### config.mk
export PLATFORM = sky130hd
export DESIGN_NAME = prc_top
export DESIGN_NICKNAME = d
export VERILOG_FILES = /design/src/prc_pkg.sv /design/src/prc_top.sv /design/src/prc_smooth_filter.sv
export SDC_FILE = /design/constraint.sdc
export NUM_CORES = 2
export LEC_CHECK = 0
export BUFFER_PORTS_ARGS = -buffer_cell sky130_fd_sc_hd__buf_2
export CAP_MARGIN = 30
export CORE_MARGIN = 2
export CORE_UTILIZATION = 69
export DETAILED_ROUTE_END_ITERATION = 7
export PLACE_DENSITY_LB_ADDON = 0.08
export SYNTH_ARGS = -nofsm -noshare
export SYNTH_HDL_FRONTEND = slang
export SYNTH_SLANG_ARGS = --single-unit
### constraint.sdc
create_clock -name I_SYS_CLK -period 16.4 [get_ports I_SYS_CLK]
set_input_delay 1.64 -clock I_SYS_CLK [delete_from_list [all_inputs] [get_ports I_SYS_CLK]]
set_output_delay 1.64 -clock I_SYS_CLK [all_outputs]
set_load 0.01 [all_outputs]
### src/prc_pkg.sv
/*
 * Package for the position reference conditioning block: register offsets,
 * reset values, field positions, modes and timing constants.
 * Assumes a 40 MHz system clock and a 32-bit classic Wishbone slave port.
 */
package prc_pkg;

	// ==========================================================
	// Clock and time base
	// ==========================================================
	localparam int CLK_HZ = 40_000_000;
	localparam int TICK_US = 100;
	localparam int TICK_CYCLES = (CLK_HZ / 1_000_000) * TICK_US;

	// ==========================================================
	// Register offsets (byte addresses)
	// ==========================================================
	localparam logic [7:0] ADDR_SMOOTH_TC = 8'h00;
	localparam logic [7:0] ADDR_SMOOTH_ORDER = 8'h04;
	localparam logic [7:0] ADDR_VIB_CTRL = 8'h08;
	localparam logic [7:0] ADDR_VIB_FREQ = 8'h0C;
	localparam logic [7:0] ADDR_VIB_DAMP = 8'h10;
	localparam logic [7:0] ADDR_ERR_THRESH = 8'h14;
	localparam logic [7:0] ADDR_SETTLE = 8'h18;
	localparam logic [7:0] ADDR_OUT_ASSIGN = 8'h1C;
	localparam logic [7:0] ADDR_MODE = 8'h20;
	localparam logic [7:0] ADDR_STATUS = 8'h24;
	localparam logic [7:0] ADDR_IRQ_STAT = 8'h28;
	localparam logic [7:0] ADDR_IRQ_MASK = 8'h2C;
	localparam logic [7:0] ADDR_ERROR = 8'h30;
	localparam logic [7:0] ADDR_ACTIVE = 8'h34;

	// ==========================================================
	// Reset values and limits
	// ==========================================================
	localparam logic [15:0] RST_SMOOTH_TC = 16'h0000;
	localparam logic [15:0] RST_SMOOTH_ORDER = 16'h0000;
	localparam logic [15:0] RST_VIB_CTRL = 16'h0000;
	localparam logic [15:0] RST_VIB_FREQ = 16'h0064;
	localparam logic [15:0] RST_VIB_DAMP = 16'h0019;
	localparam logic [15:0] RST_ERR_THRESH = 16'h000A;
	localparam logic [15:0] RST_SETTLE = 16'h01F4;
	localparam logic [15:0] RST_OUT_ASSIGN = 16'h0000;
	localparam logic [15:0] MAX_SMOOTH_TC = 16'h7FFF;
	localparam logic [15:0] MIN_VIB_FREQ = 16'h0032;
	localparam logic [15:0] MAX_VIB_FREQ = 16'h01F4;
	localparam logic [15:0] MAX_VIB_DAMP = 16'h00C8;
	localparam logic [15:0] MAX_ERR_THRESH = 16'h1388;
	localparam logic [15:0] MAX_SETTLE = 16'hEA60;

	// ==========================================================
	// Field positions
	// ==========================================================
	localparam int VIB_EN_BIT = 8;
	localparam int NUM_OUT_TERMS = 4;
	localparam int IRQ_COMPLETE = 0;
	localparam int IRQ_RELEASE = 1;
	localparam int IRQ_TC_APPLY = 2;

	// ==========================================================
	// Control modes
	// ==========================================================
	typedef enum logic [1:0] {
		PRC_MODE_POS = 2'h0,
		PRC_MODE_SPEED = 2'h1,
		PRC_MODE_TORQUE = 2'h2
	} prc_mode_t;

endpackage

### src/prc_top.sv
/*
 * Position reference conditioning: reference smoothing, vibration suppression
 * settings, positioning-complete output with routing, interrupts, Wishbone.
 * Assumes inputs synchronous to I_SYS_CLK and a classic Wishbone master.
 */
// Notes on behaviour
// - Filter order 0 first-order, 1 second-order; taken at restart.
// - Smoothing time constant 0..32767 x0.1ms, default 0, accepted at once.
// - New time constant used only with no pulses and zero error.
// - Suppression enable field 1 on, 0 off; taken at restart.
// - Suppression frequency 50..500 x0.1Hz, default 100, applied at once.
// - Suppression damping 0..200, default 25, applied at once.
// - Suppression active in speed and position modes when enabled.
// - Complete output low when finished, high while incomplete.
// - Complete only while error below threshold.
// - Error must stay below threshold longer than settle time.
// - Threshold 0..5000 reference units, default 10, applied at once.
// - Complete output routable to a selectable terminal.
// - Speed mode gives speed coincidence; torque mode holds high.
// - Clear input low zeroes error counter and stops position loop.
module prc_top
	import prc_pkg::*;
#(
	parameter int NUM_TERMS = prc_pkg::NUM_OUT_TERMS,
	parameter int ERR_W = 32
) (
	// Clock and reset
	input wire logic I_SYS_CLK,
	input wire logic I_RESET,
	// Wishbone slave
	input wire logic I_WB_CYC,
	input wire logic I_WB_STB,
	input wire logic I_WB_WE,
	input wire logic [7:0] I_WB_ADR,
	input wire logic [3:0] I_WB_SEL,
	input wire logic [31:0] I_WB_DAT,
	output logic [31:0] O_WB_DAT,
	output logic O_WB_ACK,
	// Reference and feedback
	input wire logic I_REF_PULSE,
	input wire logic I_REF_DIR,
	input wire logic I_MOTOR_STEP,
	input wire logic I_MOTOR_DIR,
	input wire logic I_ERROR_CLEAR_N,
	input wire logic I_SPEED_COINCIDE,
	// Outputs
	output logic signed [ERR_W-1:0] O_SMOOTH_REF,
	output logic O_POS_LOOP_EN,
	output logic O_VIB_ACTIVE,
	output logic [15:0] O_VIB_FREQ,
	output logic [15:0] O_VIB_DAMP,
	output logic [NUM_TERMS-1:0] O_TERM_N,
	output logic O_IRQ
);
	import prc_pkg::*;

	// ==========================================================
	// Registers
	// ==========================================================
	logic [15:0] smoothing_time_constant;
	logic [15:0] smoothing_filter_order = RST_SMOOTH_ORDER;
	logic [15:0] vibration_suppress_control = RST_VIB_CTRL;
	logic [15:0] vibration_frequency;
	logic [15:0] vibration_damping;
	logic [15:0] completion_error_threshold;
	logic [15:0] completion_settle_time;
	logic [15:0] output_terminal_assign;
	logic [1:0] ctrl_mode;
	logic [2:0] irq_stat;
	logic [2:0] irq_mask;
	logic order_live;
	logic vib_en_live;
	logic power_up_done;
	logic [15:0] tc_live;
	logic signed [ERR_W-1:0] ref_count;
	logic signed [ERR_W-1:0] pos_error;
	logic [15:0] settle_cnt;
	logic [15:0] tick_cnt;
	logic complete;
	logic ack;

	// ==========================================================
	// Bus decode
	// ==========================================================
	wire logic bus_req = I_WB_CYC && I_WB_STB && !ack;
	wire logic bus_wr = bus_req && I_WB_WE && I_WB_SEL[0] && I_WB_SEL[1];
	wire logic [15:0] wdat = I_WB_DAT[15:0];
	wire logic wr_tc = bus_wr && I_WB_ADR == ADDR_SMOOTH_TC;
	wire logic wr_order = bus_wr && I_WB_ADR == ADDR_SMOOTH_ORDER;
	wire logic wr_vctl = bus_wr && I_WB_ADR == ADDR_VIB_CTRL;
	wire logic wr_vfreq = bus_wr && I_WB_ADR == ADDR_VIB_FREQ;
	wire logic wr_vdamp = bus_wr && I_WB_ADR == ADDR_VIB_DAMP;
	wire logic wr_thr = bus_wr && I_WB_ADR == ADDR_ERR_THRESH;
	wire logic wr_settle = bus_wr && I_WB_ADR == ADDR_SETTLE;
	wire logic wr_assign = bus_wr && I_WB_ADR == ADDR_OUT_ASSIGN;
	wire logic wr_mode = bus_wr && I_WB_ADR == ADDR_MODE;
	wire logic wr_istat = bus_wr && I_WB_ADR == ADDR_IRQ_STAT;
	wire logic wr_imask = bus_wr && I_WB_ADR == ADDR_IRQ_MASK;

	// Out-of-range writes are clamped so the control path never sees a bad value
	wire logic [15:0] tc_in = (wdat > MAX_SMOOTH_TC) ? MAX_SMOOTH_TC : wdat;
	wire logic [15:0] vf_in = (wdat < MIN_VIB_FREQ) ? MIN_VIB_FREQ :
		((wdat > MAX_VIB_FREQ) ? MAX_VIB_FREQ : wdat);
	wire logic [15:0] vd_in = (wdat > MAX_VIB_DAMP) ? MAX_VIB_DAMP : wdat;
	wire logic [15:0] th_in = (wdat > MAX_ERR_THRESH) ? MAX_ERR_THRESH : wdat;
	wire logic [15:0] st_in = (wdat > MAX_SETTLE) ? MAX_SETTLE : wdat;

	// ==========================================================
	// Time base: one pulse each 0.1 ms
	// ==========================================================
	wire logic tick = (tick_cnt == 16'(TICK_CYCLES - 1));

	always_ff @(posedge I_SYS_CLK) begin
		if (I_RESET || tick)
			tick_cnt <= 16'h0000;
		else
			tick_cnt <= tick_cnt + 16'h0001;
	end

	// ==========================================================
	// Reference and error counting
	// ==========================================================
	wire logic clear_active = !I_ERROR_CLEAR_N;
	wire logic signed [ERR_W-1:0] ref_delta = I_REF_PULSE ?
		(I_REF_DIR ? -ERR_W'(1) : ERR_W'(1)) : '0;
	wire logic signed [ERR_W-1:0] mot_delta = I_MOTOR_STEP ?
		(I_MOTOR_DIR ? -ERR_W'(1) : ERR_W'(1)) : '0;
	wire logic pos_mode = ctrl_mode == PRC_MODE_POS;

	always_ff @(posedge I_SYS_CLK) begin
		if (I_RESET) begin
			ref_count <= '0;
			pos_error <= '0;
		end else if (clear_active) begin
			pos_error <= '0;
		end else begin
			ref_count <= ref_count + ref_delta;
			pos_error <= pos_error + ref_delta - mot_delta;
		end
	end

	assign O_POS_LOOP_EN = !clear_active && pos_mode;

	// ==========================================================
	// Smoothing time constant adoption
	// ==========================================================
	wire logic quiet = !I_REF_PULSE && pos_error == '0;
	wire logic tc_apply = quiet && tc_live != smoothing_time_constant;

	always_ff @(posedge I_SYS_CLK) begin
		if (I_RESET)
			tc_live <= RST_SMOOTH_TC;
		else if (tc_apply)
			tc_live <= smoothing_time_constant;
	end

	// Shift approximates the time constant in ticks as a power of two
	logic [4:0] tc_shift;
	always_comb begin
		tc_shift = 5'd0;
		for (int b = 0; b < 16; b++) begin
			if (tc_live[b])
				tc_shift = 5'(b + 1);
		end
	end

	// Order and enable are caught one cycle after reset release only
	always_ff @(posedge I_SYS_CLK) begin
		if (I_RESET) begin
			power_up_done <= 1'b0;
			order_live <= 1'b0;
			vib_en_live <= 1'b0;
		end else if (!power_up_done) begin
			power_up_done <= 1'b1;
			order_live <= smoothing_filter_order[0];
			vib_en_live <= vibration_suppress_control[VIB_EN_BIT];
		end
	end

	prc_smooth_filter #(
		.W(ERR_W)
	) u_filter (
		.i_clk(I_SYS_CLK),
		.i_reset(I_RESET),
		.i_tick(tick),
		.i_second_order(order_live),
		.i_shift(tc_shift),
		.i_target(ref_count),
		.o_value(O_SMOOTH_REF)
	);

	// ==========================================================
	// Vibration suppression
	// ==========================================================
	assign O_VIB_ACTIVE = vib_en_live && ctrl_mode != PRC_MODE_TORQUE;
	assign O_VIB_FREQ = vibration_frequency;
	assign O_VIB_DAMP = vibration_damping;

	// ==========================================================
	// Positioning complete
	// ==========================================================
	wire logic signed [ERR_W-1:0] abs_err = (pos_error < 0) ? -pos_error : pos_error;
	wire logic below = abs_err < $signed({{(ERR_W-16){1'b0}}, completion_error_threshold});
	wire logic settled = settle_cnt > completion_settle_time;

	always_ff @(posedge I_SYS_CLK) begin
		if (I_RESET || !below || clear_active) begin
			settle_cnt <= 16'h0000;
			complete <= 1'b0;
		end else begin
			if (tick && settle_cnt != 16'hFFFF)
				settle_cnt <= settle_cnt + 16'h0001;
			complete <= settled;
		end
	end

	// Mode picks what drives the shared signal
	wire logic sig_on = (ctrl_mode == PRC_MODE_POS) ? complete :
		(ctrl_mode == PRC_MODE_SPEED) ? I_SPEED_COINCIDE : 1'b0;
	wire logic prev_complete_set = complete;
	logic complete_d;

	// Active-low terminal drive, selectable terminal
	logic [NUM_TERMS-1:0] term_n;
	genvar t;
	generate
		for (t = 0; t < NUM_TERMS; t++) begin : g_term
			always_ff @(posedge I_SYS_CLK) begin
				if (I_RESET)
					term_n[t] <= 1'b1;
				else
					term_n[t] <= !(sig_on &&
						output_terminal_assign[1:0] == 2'(t));
			end
		end
	endgenerate
	assign O_TERM_N = term_n;

	// ==========================================================
	// Interrupts
	// ==========================================================
	wire logic [2:0] irq_evt = {tc_apply, complete_d && !complete,
		!complete_d && prev_complete_set};

	always_ff @(posedge I_SYS_CLK) begin
		if (I_RESET) begin
			complete_d <= 1'b0;
			irq_stat <= 3'h0;
		end else begin
			complete_d <= complete;
			// Set wins over a simultaneous write-one clear
			irq_stat <= (irq_stat & ~(wr_istat ? wdat[2:0] : 3'h0)) | irq_evt;
		end
	end

	assign O_IRQ = |(irq_stat & irq_mask);

	// ==========================================================
	// Register writes
	// ==========================================================
	always_ff @(posedge I_SYS_CLK) begin
		if (I_RESET) begin
			smoothing_time_constant <= RST_SMOOTH_TC;
			vibration_frequency <= RST_VIB_FREQ;
			vibration_damping <= RST_VIB_DAMP;
			completion_error_threshold <= RST_ERR_THRESH;
			completion_settle_time <= RST_SETTLE;
			output_terminal_assign <= RST_OUT_ASSIGN;
			ctrl_mode <= PRC_MODE_POS;
			irq_mask <= 3'h0;
		end else begin
			if (wr_tc)
				smoothing_time_constant <= tc_in;
			if (wr_vfreq)
				vibration_frequency <= vf_in;
			if (wr_vdamp)
				vibration_damping <= vd_in;
			if (wr_thr)
				completion_error_threshold <= th_in;
			if (wr_settle)
				completion_settle_time <= st_in;
			if (wr_assign)
				output_terminal_assign <= wdat & 16'(NUM_TERMS - 1);
			if (wr_mode && wdat[1:0] != 2'h3)
				ctrl_mode <= wdat[1:0];
			if (wr_imask)
				irq_mask <= wdat[2:0];
		end
	end

	// Stored settings outlive a restart, so a new order or enable takes hold at the next one
	// Power-on values come from the declarations; clearing them on reset would lose the write
	always_ff @(posedge I_SYS_CLK) begin
		if (wr_order)
			smoothing_filter_order <= {15'h0000, wdat[0]};
		if (wr_vctl)
			vibration_suppress_control <= wdat;
	end

	// ==========================================================
	// Read path: unmapped reads return zero, every access is acked
	// ==========================================================
	logic [31:0] rd;
	always_comb begin
		unique case (I_WB_ADR)
			ADDR_SMOOTH_TC: rd = {16'h0000, smoothing_time_constant};
			ADDR_SMOOTH_ORDER: rd = {16'h0000, smoothing_filter_order};
			ADDR_VIB_CTRL: rd = {16'h0000, vibration_suppress_control};
			ADDR_VIB_FREQ: rd = {16'h0000, vibration_frequency};
			ADDR_VIB_DAMP: rd = {16'h0000, vibration_damping};
			ADDR_ERR_THRESH: rd = {16'h0000, completion_error_threshold};
			ADDR_SETTLE: rd = {16'h0000, completion_settle_time};
			ADDR_OUT_ASSIGN: rd = {16'h0000, output_terminal_assign};
			ADDR_MODE: rd = {30'h0000_0000, ctrl_mode};
			ADDR_STATUS: rd = {28'h000_0000, vib_en_live, order_live, O_POS_LOOP_EN, complete};
			ADDR_IRQ_STAT: rd = {29'h0000_0000, irq_stat};
			ADDR_IRQ_MASK: rd = {29'h0000_0000, irq_mask};
			ADDR_ERROR: rd = 32'(pos_error);
			ADDR_ACTIVE: rd = {16'h0000, tc_live};
			default: rd = 32'h0000_0000;
		endcase
	end

	always_ff @(posedge I_SYS_CLK) begin
		if (I_RESET) begin
			ack <= 1'b0;
			O_WB_DAT <= 32'h0000_0000;
		end else begin
			ack <= bus_req;
			if (bus_req)
				O_WB_DAT <= rd;
		end
	end

	assign O_WB_ACK = ack;
endmodule

### src/prc_smooth_filter.sv
/*
 * Reference smoothing filter: one or two cascaded first-order stages on the
 * incoming reference step stream.
 * Assumes a one-cycle tick every 0.1 ms and a constant shift derived from the
 * time constant by the caller.
 */
module prc_smooth_filter #(
	parameter int W = 32
) (
	// Clock and reset
	input wire logic i_clk,
	input wire logic i_reset,
	// Control
	input wire logic i_tick,
	input wire logic i_second_order,
	input wire logic [4:0] i_shift,
	input wire logic signed [W-1:0] i_target,
	// Output
	output logic signed [W-1:0] o_value
);
	logic signed [W-1:0] stage1;
	logic signed [W-1:0] stage2;
	wire logic signed [W-1:0] step1 = (i_target - stage1) >>> i_shift;
	wire logic signed [W-1:0] step2 = (stage1 - stage2) >>> i_shift;
	wire logic signed [W-1:0] inc1 = (step1 == '0 && i_target != stage1) ?
		((i_target > stage1) ? W'(1) : -W'(1)) : step1;
	wire logic signed [W-1:0] inc2 = (step2 == '0 && stage1 != stage2) ?
		((stage1 > stage2) ? W'(1) : -W'(1)) : step2;

	// ==========================================================
	// Stages
	// ==========================================================
	always_ff @(posedge i_clk) begin
		if (i_reset) begin
			stage1 <= '0;
			stage2 <= '0;
		end else if (i_tick) begin
			stage1 <= stage1 + inc1;
			stage2 <= stage2 + inc2;
		end
	end

	assign o_value = i_second_order ? stage2 : stage1;
endmodule

Yosys cells after proc, flatten, opt, wreduce, memory -nomap -nowiden
Index checks and enable logic that the tools add are counted.
{"block": "word_totals", "reg_bits": 325, "out_inout_bits": 104}
{"block": "classes", "n_shift": 2, "bitwise_logic": 5, "n_addsub": 10, "reduce_logical": 51, "mux": 37, "n_lt_le_gt_ge": 11, "eq_ne": 24}
{"op": "$pmux W32 S14", "n": 1}
{"op": "$mux W32", "n": 10}
{"op": "$add A32 B32 Y32", "n": 4}
{"op": "$logic_not A32 Y1", "n": 3}
{"op": "$mux W16", "n": 6}
{"op": "$sub A32 B32 Y32", "n": 3}
{"op": "$mux W5", "n": 15}
{"op": "$gt A32 B32 Y1", "n": 2}
{"op": "$ne A32 B32 Y1", "n": 2}
{"op": "$sshr A32 B5 Y32", "n": 2}
{"op": "$eq A8 B6 Y1 const B", "n": 6}
{"op": "$add A16 B1 Y16 const B", "n": 2}
{"op": "$eq A8 B5 Y1 const B", "n": 4}
{"op": "$lt A32 B1 Y1 const B", "n": 1}
{"op": "$lt A32 B17 Y1", "n": 1}
{"op": "$neg A32 Y32", "n": 1}
{"op": "$logic_and A1 B1 Y1", "n": 30}
{"op": "$eq A16 B12 Y1 const B", "n": 1}
{"op": "$eq A8 B4 Y1 const B", "n": 2}
{"op": "$gt A16 B13 Y1 const B", "n": 1}
{"op": "$gt A16 B15 Y1 const B", "n": 1}
{"op": "$gt A16 B16 Y1", "n": 1}
{"op": "$gt A16 B16 Y1 const B", "n": 1}
{"op": "$gt A16 B8 Y1 const B", "n": 1}
{"op": "20 further kinds", "n": 39}

Longest topological paths before layout
{"block": "logic_depth", "word_depth": 21, "depth_mapped": 36, "mapped_depth_nobuf": 35}

By module
From an unflattened synthesis, not the netlist that was laid out.
{"block": "hier_totals", "hier_cells": 4158, "hier_area_um2": 31680.4}
{"mod": "prc_top", "seq_area_each_um2": 5395.2, "cells_each": 1927, "area_each_um2": 16141.7, "n_inst": 1}
{"mod": "prc_smooth_filter", "seq_area_each_um2": 1281.2, "cells_each": 2231, "area_each_um2": 15538.7, "n_inst": 1}

Worst setup path before layout
OpenSTA, ideal clock, no wires.
{"block": "synth_path", "kind": "register to register", "from": "reg u_filter.stage1[0]", "to": "reg u_filter.stage2[31]", "stages_incl_launch_ff": 37, "setup_slack_ns": 8.495, "setup_ns": 0.123, "arrival_ns": 7.782, "n_path_buf": 1, "period_less_slack_ns": 7.905, "cell_sequence": "dfxtp_1 > inv_1 > ha_1 > inv_1 > fa_1 > a211oi_2 > o211ai_2 > a211oi_4 > nor3_1 > o211a_1 > a211o_1 > a311o_4 > mux2i_4 > o211ai_1 > nor4b_2 > nand4_1 > nor4b_2 > nand2b_1 > nor4_4 > buf_6 > nor2_1 > ha_1 > o21a_1 > o21ai_0 > o31ai_1 > a31oi_1 > o21ai_0 > o41ai_1 > o21ai_0 > o41ai_1 > o2111ai_1 > o211ai_1 > o21a_1 > and3_1 > nand4_1 > o2111ai_1 > mux2_1"}
{"block": "synth_between", "elab_chain_cells": 6, "elab_cells_between_ends": 9}
{"element": "start: declaration", "line": "prc_smooth_filter.sv:21", "source": "logic signed [W-1:0] stage1;"}
{"element": "start signal: assignment", "line": "prc_smooth_filter.sv:38", "source": "stage1 <= stage1 + inc1;"}
{"element": "$sub A32 B32 Y32", "line": "prc_smooth_filter.sv:24", "source": "wire logic signed [W-1:0] step2 = (stage1 - stage2) >>> i_shift;"}
{"element": "$sshr A32 B5 Y32", "line": "prc_smooth_filter.sv:24"}
{"element": "$logic_not A32 Y1", "line": "prc_smooth_filter.sv:27", "source": "wire logic signed [W-1:0] inc2 = (step2 == '0 && stage1 != stage2) ?"}
{"element": "$logic_and A1 B1 Y1", "line": "prc_smooth_filter.sv:27"}
{"element": "$mux W32 *", "line": "prc_smooth_filter.sv:27"}
{"element": "$add A32 B32 Y32 *", "line": "prc_smooth_filter.sv:39", "source": "stage2 <= stage2 + inc2;"}
{"element": "end signal: assignment", "line": "prc_smooth_filter.sv:39"}
{"element": "end: declaration", "line": "prc_smooth_filter.sv:22", "source": "logic signed [W-1:0] stage2;"}
Every way passes the cells marked *; elsewhere a longest branch is shown, timed or not.
A chain may end at the register's enable or synchronous reset.

Final worst setup path
{"block": "layout_path", "from": "reg tc_live[15]", "to": "reg u_filter.stage2[31]"}
{"block": "layout_between", "elab_chain_cells": 6}
{"element": "start: declaration", "line": "prc_top.sv:74", "source": "logic [15:0] tc_live;"}
{"element": "start signal: assignment", "line": "prc_top.sv:154", "source": "tc_live <= smoothing_time_constant;"}
{"element": "$mux W5 *", "line": "prc_top.sv:162", "source": "if (tc_live[b])"}
{"element": "$sshr A32 B5 Y32 *", "line": "prc_smooth_filter.sv:24"}
{"element": "$logic_not A32 Y1", "line": "prc_smooth_filter.sv:27"}
{"element": "$logic_and A1 B1 Y1", "line": "prc_smooth_filter.sv:27"}
{"element": "$mux W32 *", "line": "prc_smooth_filter.sv:27"}
{"element": "$add A32 B32 Y32 *", "line": "prc_smooth_filter.sv:39"}
Marks and branches as above.

==> results.json <==
{
  "synthFlopType": "dfxtp_1",
  "viasPerCell": 6.88,
  "start_util_pct": 69.7,
  "instances_no_fill": 4812,
  "syn-cell-area_um2": 30700,
  "ys_ff_latch": 325,
  "gr-total-overflow": 0,
  "syn_avg_cell_area_um2": 7.37,
  "cts_max_level": 2,
  "critical_path_class": "register to register",
  "clk_pin_slew_ns": 0.06,
  "dp_cells": 4742,
  "critPathRequiredTime_ns": 16.89,
  "finalCritPeriodShare_pct": 66.7,
  "async_flop_share_pct": 0,
  "crit_family": "compound AO/OA/AOI/OAI gates",
  "end_kind": "register",
  "rsz0062_at_grt": "false",
  "cts_tree": "built",
  "synthMuxAreaShare_pct": 3.56,
  "synth_nets": 4488,
  "wirelength_um": 108000,
  "root_buffer": "clkbuf_16",
  "cp_slowest_cell": "o41ai_1",
  "setup-tns-final_ns": 0,
  "hpwlAfterDp_um": 79900,
  "drc": 0,
  "hold_class": "register to register",
  "status": "finished, final reports clean",
  "dieArea_um2": 46300,
  "yosys.area_share.simple_pct": 24.2,
  "die_width_um": 215,
  "grt_max_degree": 140,
  "place.gp.congestion": 1.06,
  "finalHoldViolCount": 0,
  "p_per_area_nw_per_um2": 97.2,
  "io_buffers": 140,
  "drt_pass1_iterations": 6,
  "critPathMaxFanout": 51,
  "clk_latency_ns": 0.61,
  "fin_worst_skew_ns": 0.0253,
  "drive_gt1_share_pct": 9.05,
  "synth-edff-count": 17,
  "fp.coreArea_um2": 44100,
  "hold_buffers": 0,
  "synth_top_family_by_area": "compound AO/OA/AOI/OAI gates",
  "cellLeakagePower_nw": 14.1,
  "peakVddDrop_mv": 0.159,
  "cts.sinks": 325,
  "antenna_found_initial": 1,
  "vias": 33112,
  "cts.path.max_buffers": 3,
  "worst_pin_slew_ns": 1.14,
  "io_pins": 159,
  "synth_compound_area_share_pct": 27.4,
  "start_kind": "register",
  "most-common-layout-cells": "453 x nand2_1, 449 x nor2_1, 306 x dfxtp_1, 294 x a21oi_1, 270 x inv_1",
  "detail-route-antenna-nets": 0,
  "num_rows": 77,
  "die_h_um": 215,
  "wl_per_cell_um": 22.5,
  "final_nets": 4505,
  "fin_crit_ns": 10.94,
  "syn_to_final_growth_pct": 7.67,
  "regToRegSetupSlack_ns": 5.46,
  "mostFrequentLayoutCell": "nand2_1",
  "ys_seq_area_share_pct": 21.7,
  "synth_warnings": 0,
  "crit_buf_inv": 3,
  "numCtsBuffers": 38,
  "maxCapViolCount": 0,
  "slew_viol_final": 0,
  "grt_pass1_wl_um": 167000,
  "post_cts_buffers": 0,
  "synth-adder-area-share_pct": 11.4,
  "synthesis.instances": 4174,
  "setup_violations": 0,
  "grt_pass1_vias": 30565,
  "slew_headroom_pct": 24.1,
  "cp_slowest_stage_delay_ns": 0.64,
  "synthXorXnorAreaFrac_pct": 5.30,
  "track_usage_pct": 45.1,
  "cp_data_arrival_time_ns": 11.42,
  "fmax_mhz": 91.4,
  "synth.distinct_cells": 110,
  "drt_iter0_drc": 4006,
  "cts_resized": 0
}
[kinds of logic (layout without fill, tap and decap cells)]
family	count (synthesis)	in the layout
xor gates and xnor gates	186	186
other	0	1
adders and majority gates	259	259
AOI/OAI and AO/OA	1227	1227
buffers and inverters	490	535
and+or+nand+nor	1582	1582
DFF	325	325
muxes	105	105
[layer usage]
metal | up-vias | global-route usage (%) | share of wire (%)
met1 | 15225 | 54.4 | 38
li1 | 15293 | - | -
met3 | 525 | 8.17 | 9.9
met2 | 2067 | 71.0 | 43
met4 | 2 | 35.7 | 9.3
met5 | - | 0 | 0.0083
[path summary, 6_finish.rpt]
| check | startpoint | endpoint | depth (start not counted) |
|---|---|---|---|
| setup reg to reg | tc_live[15]$_SDFFE_PP0P_ | u_filter.stage2[31]$_SDFFE_PP0P_ | 32 |
| hold / removal | O_WB_DAT[22]$_SDFFE_PP0P_ | O_WB_DAT[22]$_SDFFE_PP0P_ | 2 |
| hold reg to reg | O_WB_DAT[22]$_SDFFE_PP0P_ | O_WB_DAT[22]$_SDFFE_PP0P_ | 2 |
| setup / recovery | tc_live[15]$_SDFFE_PP0P_ | u_filter.stage2[31]$_SDFFE_PP0P_ | 32 |
[area by class of cell]
cell class | instances | area [um^2]
antenna | 1 | 2.50
clock buffer | 51 | 1110
clock inverter | 17 | 245
fill | 3595 | 11000
inverter | 271 | 1020
multi-input combinational | 3359 | 22200
sequential | 325 | 6680
tap | 592 | 741
timing repair buffer | 196 | 1140
[synthesized netlist by cell type, types with 17 or more instances]
cell type / n / area share (%)
or3_1: 42 / 0.85
xnor2_1: 123 / 3.5
inv_1: 270 / 3.3
mux2i_1: 87 / 2.8
o211ai_1: 69 / 1.7
and2_1: 27 / 0.55
clkbuf_1: 139 / 1.7
xor2_1: 63 / 1.8
a21oi_1: 294 / 4.8
nor4_1: 30 / 0.61
nand2b_1: 47 / 0.96
o21ai_0: 185 / 3.0
and3_1: 54 / 1.1
nand3_1: 162 / 2.6
a31oi_1: 50 / 1.0
edfxtp_1: 17 / 1.7
a221oi_1: 22 / 0.63
nor2_1: 452 / 5.5
buf_2: 63 / 1.0
nand4_1: 64 / 1.3
a211oi_1: 69 / 1.7
nand2_1: 456 / 5.6
nor2b_1: 21 / 0.43
or2_2: 21 / 0.43
nor3_1: 129 / 2.1
a21o_1: 81 / 2.0
o31ai_1: 30 / 0.73
o21a_1: 41 / 1.0
nand3b_1: 17 / 0.42
a22oi_1: 100 / 2.4
ha_1: 223 / 9.1
dfxtp_1: 308 / 20
fa_1: 36 / 2.3
o2111ai_1: 19 / 0.54
[metrics by stage]
step	hold WS, ns	setup WS [ns]	cell area [um^2]	util, %	power (mW)
after floorplan	0.403	8.49	30700	-	1.97
after global placement	0.435	6.19	31700	71.9	2.24
after detailed placement	0.443	6.01	31700	71.9	2.27
after CTS	0.454	5.85	33100	75.0	3.18
after global routing	0.481	5.01	33100	75.0	3.40
final	0.448	5.46	33100	75.0	3.22
[registers in the layout (all words and copies together), names as in the netlist, 32 cells and up]
name	flops
ref_count	32
pos_error	32
u_filter.stage1	32
u_filter.stage2	32
O_WB_DAT	32
[where the power goes]
| group | switching (mW) | internal [mW] | leakage [nW] |
|---|---|---|---|
| Sequential | 0.0706 | 0.836 | 2.65 |
| Clock | 0.384 | 0.532 | 0.662 |
| Combinational | 0.829 | 0.568 | 10.8 |
[worst min-delay path, cell delays in order (launching register included)]
cell and delay (ns):
dfxtp_1 0.30, nand2_1 0.05, a21oi_1 0.05
No activity file was read; power rests on OpenSTA's default activity.
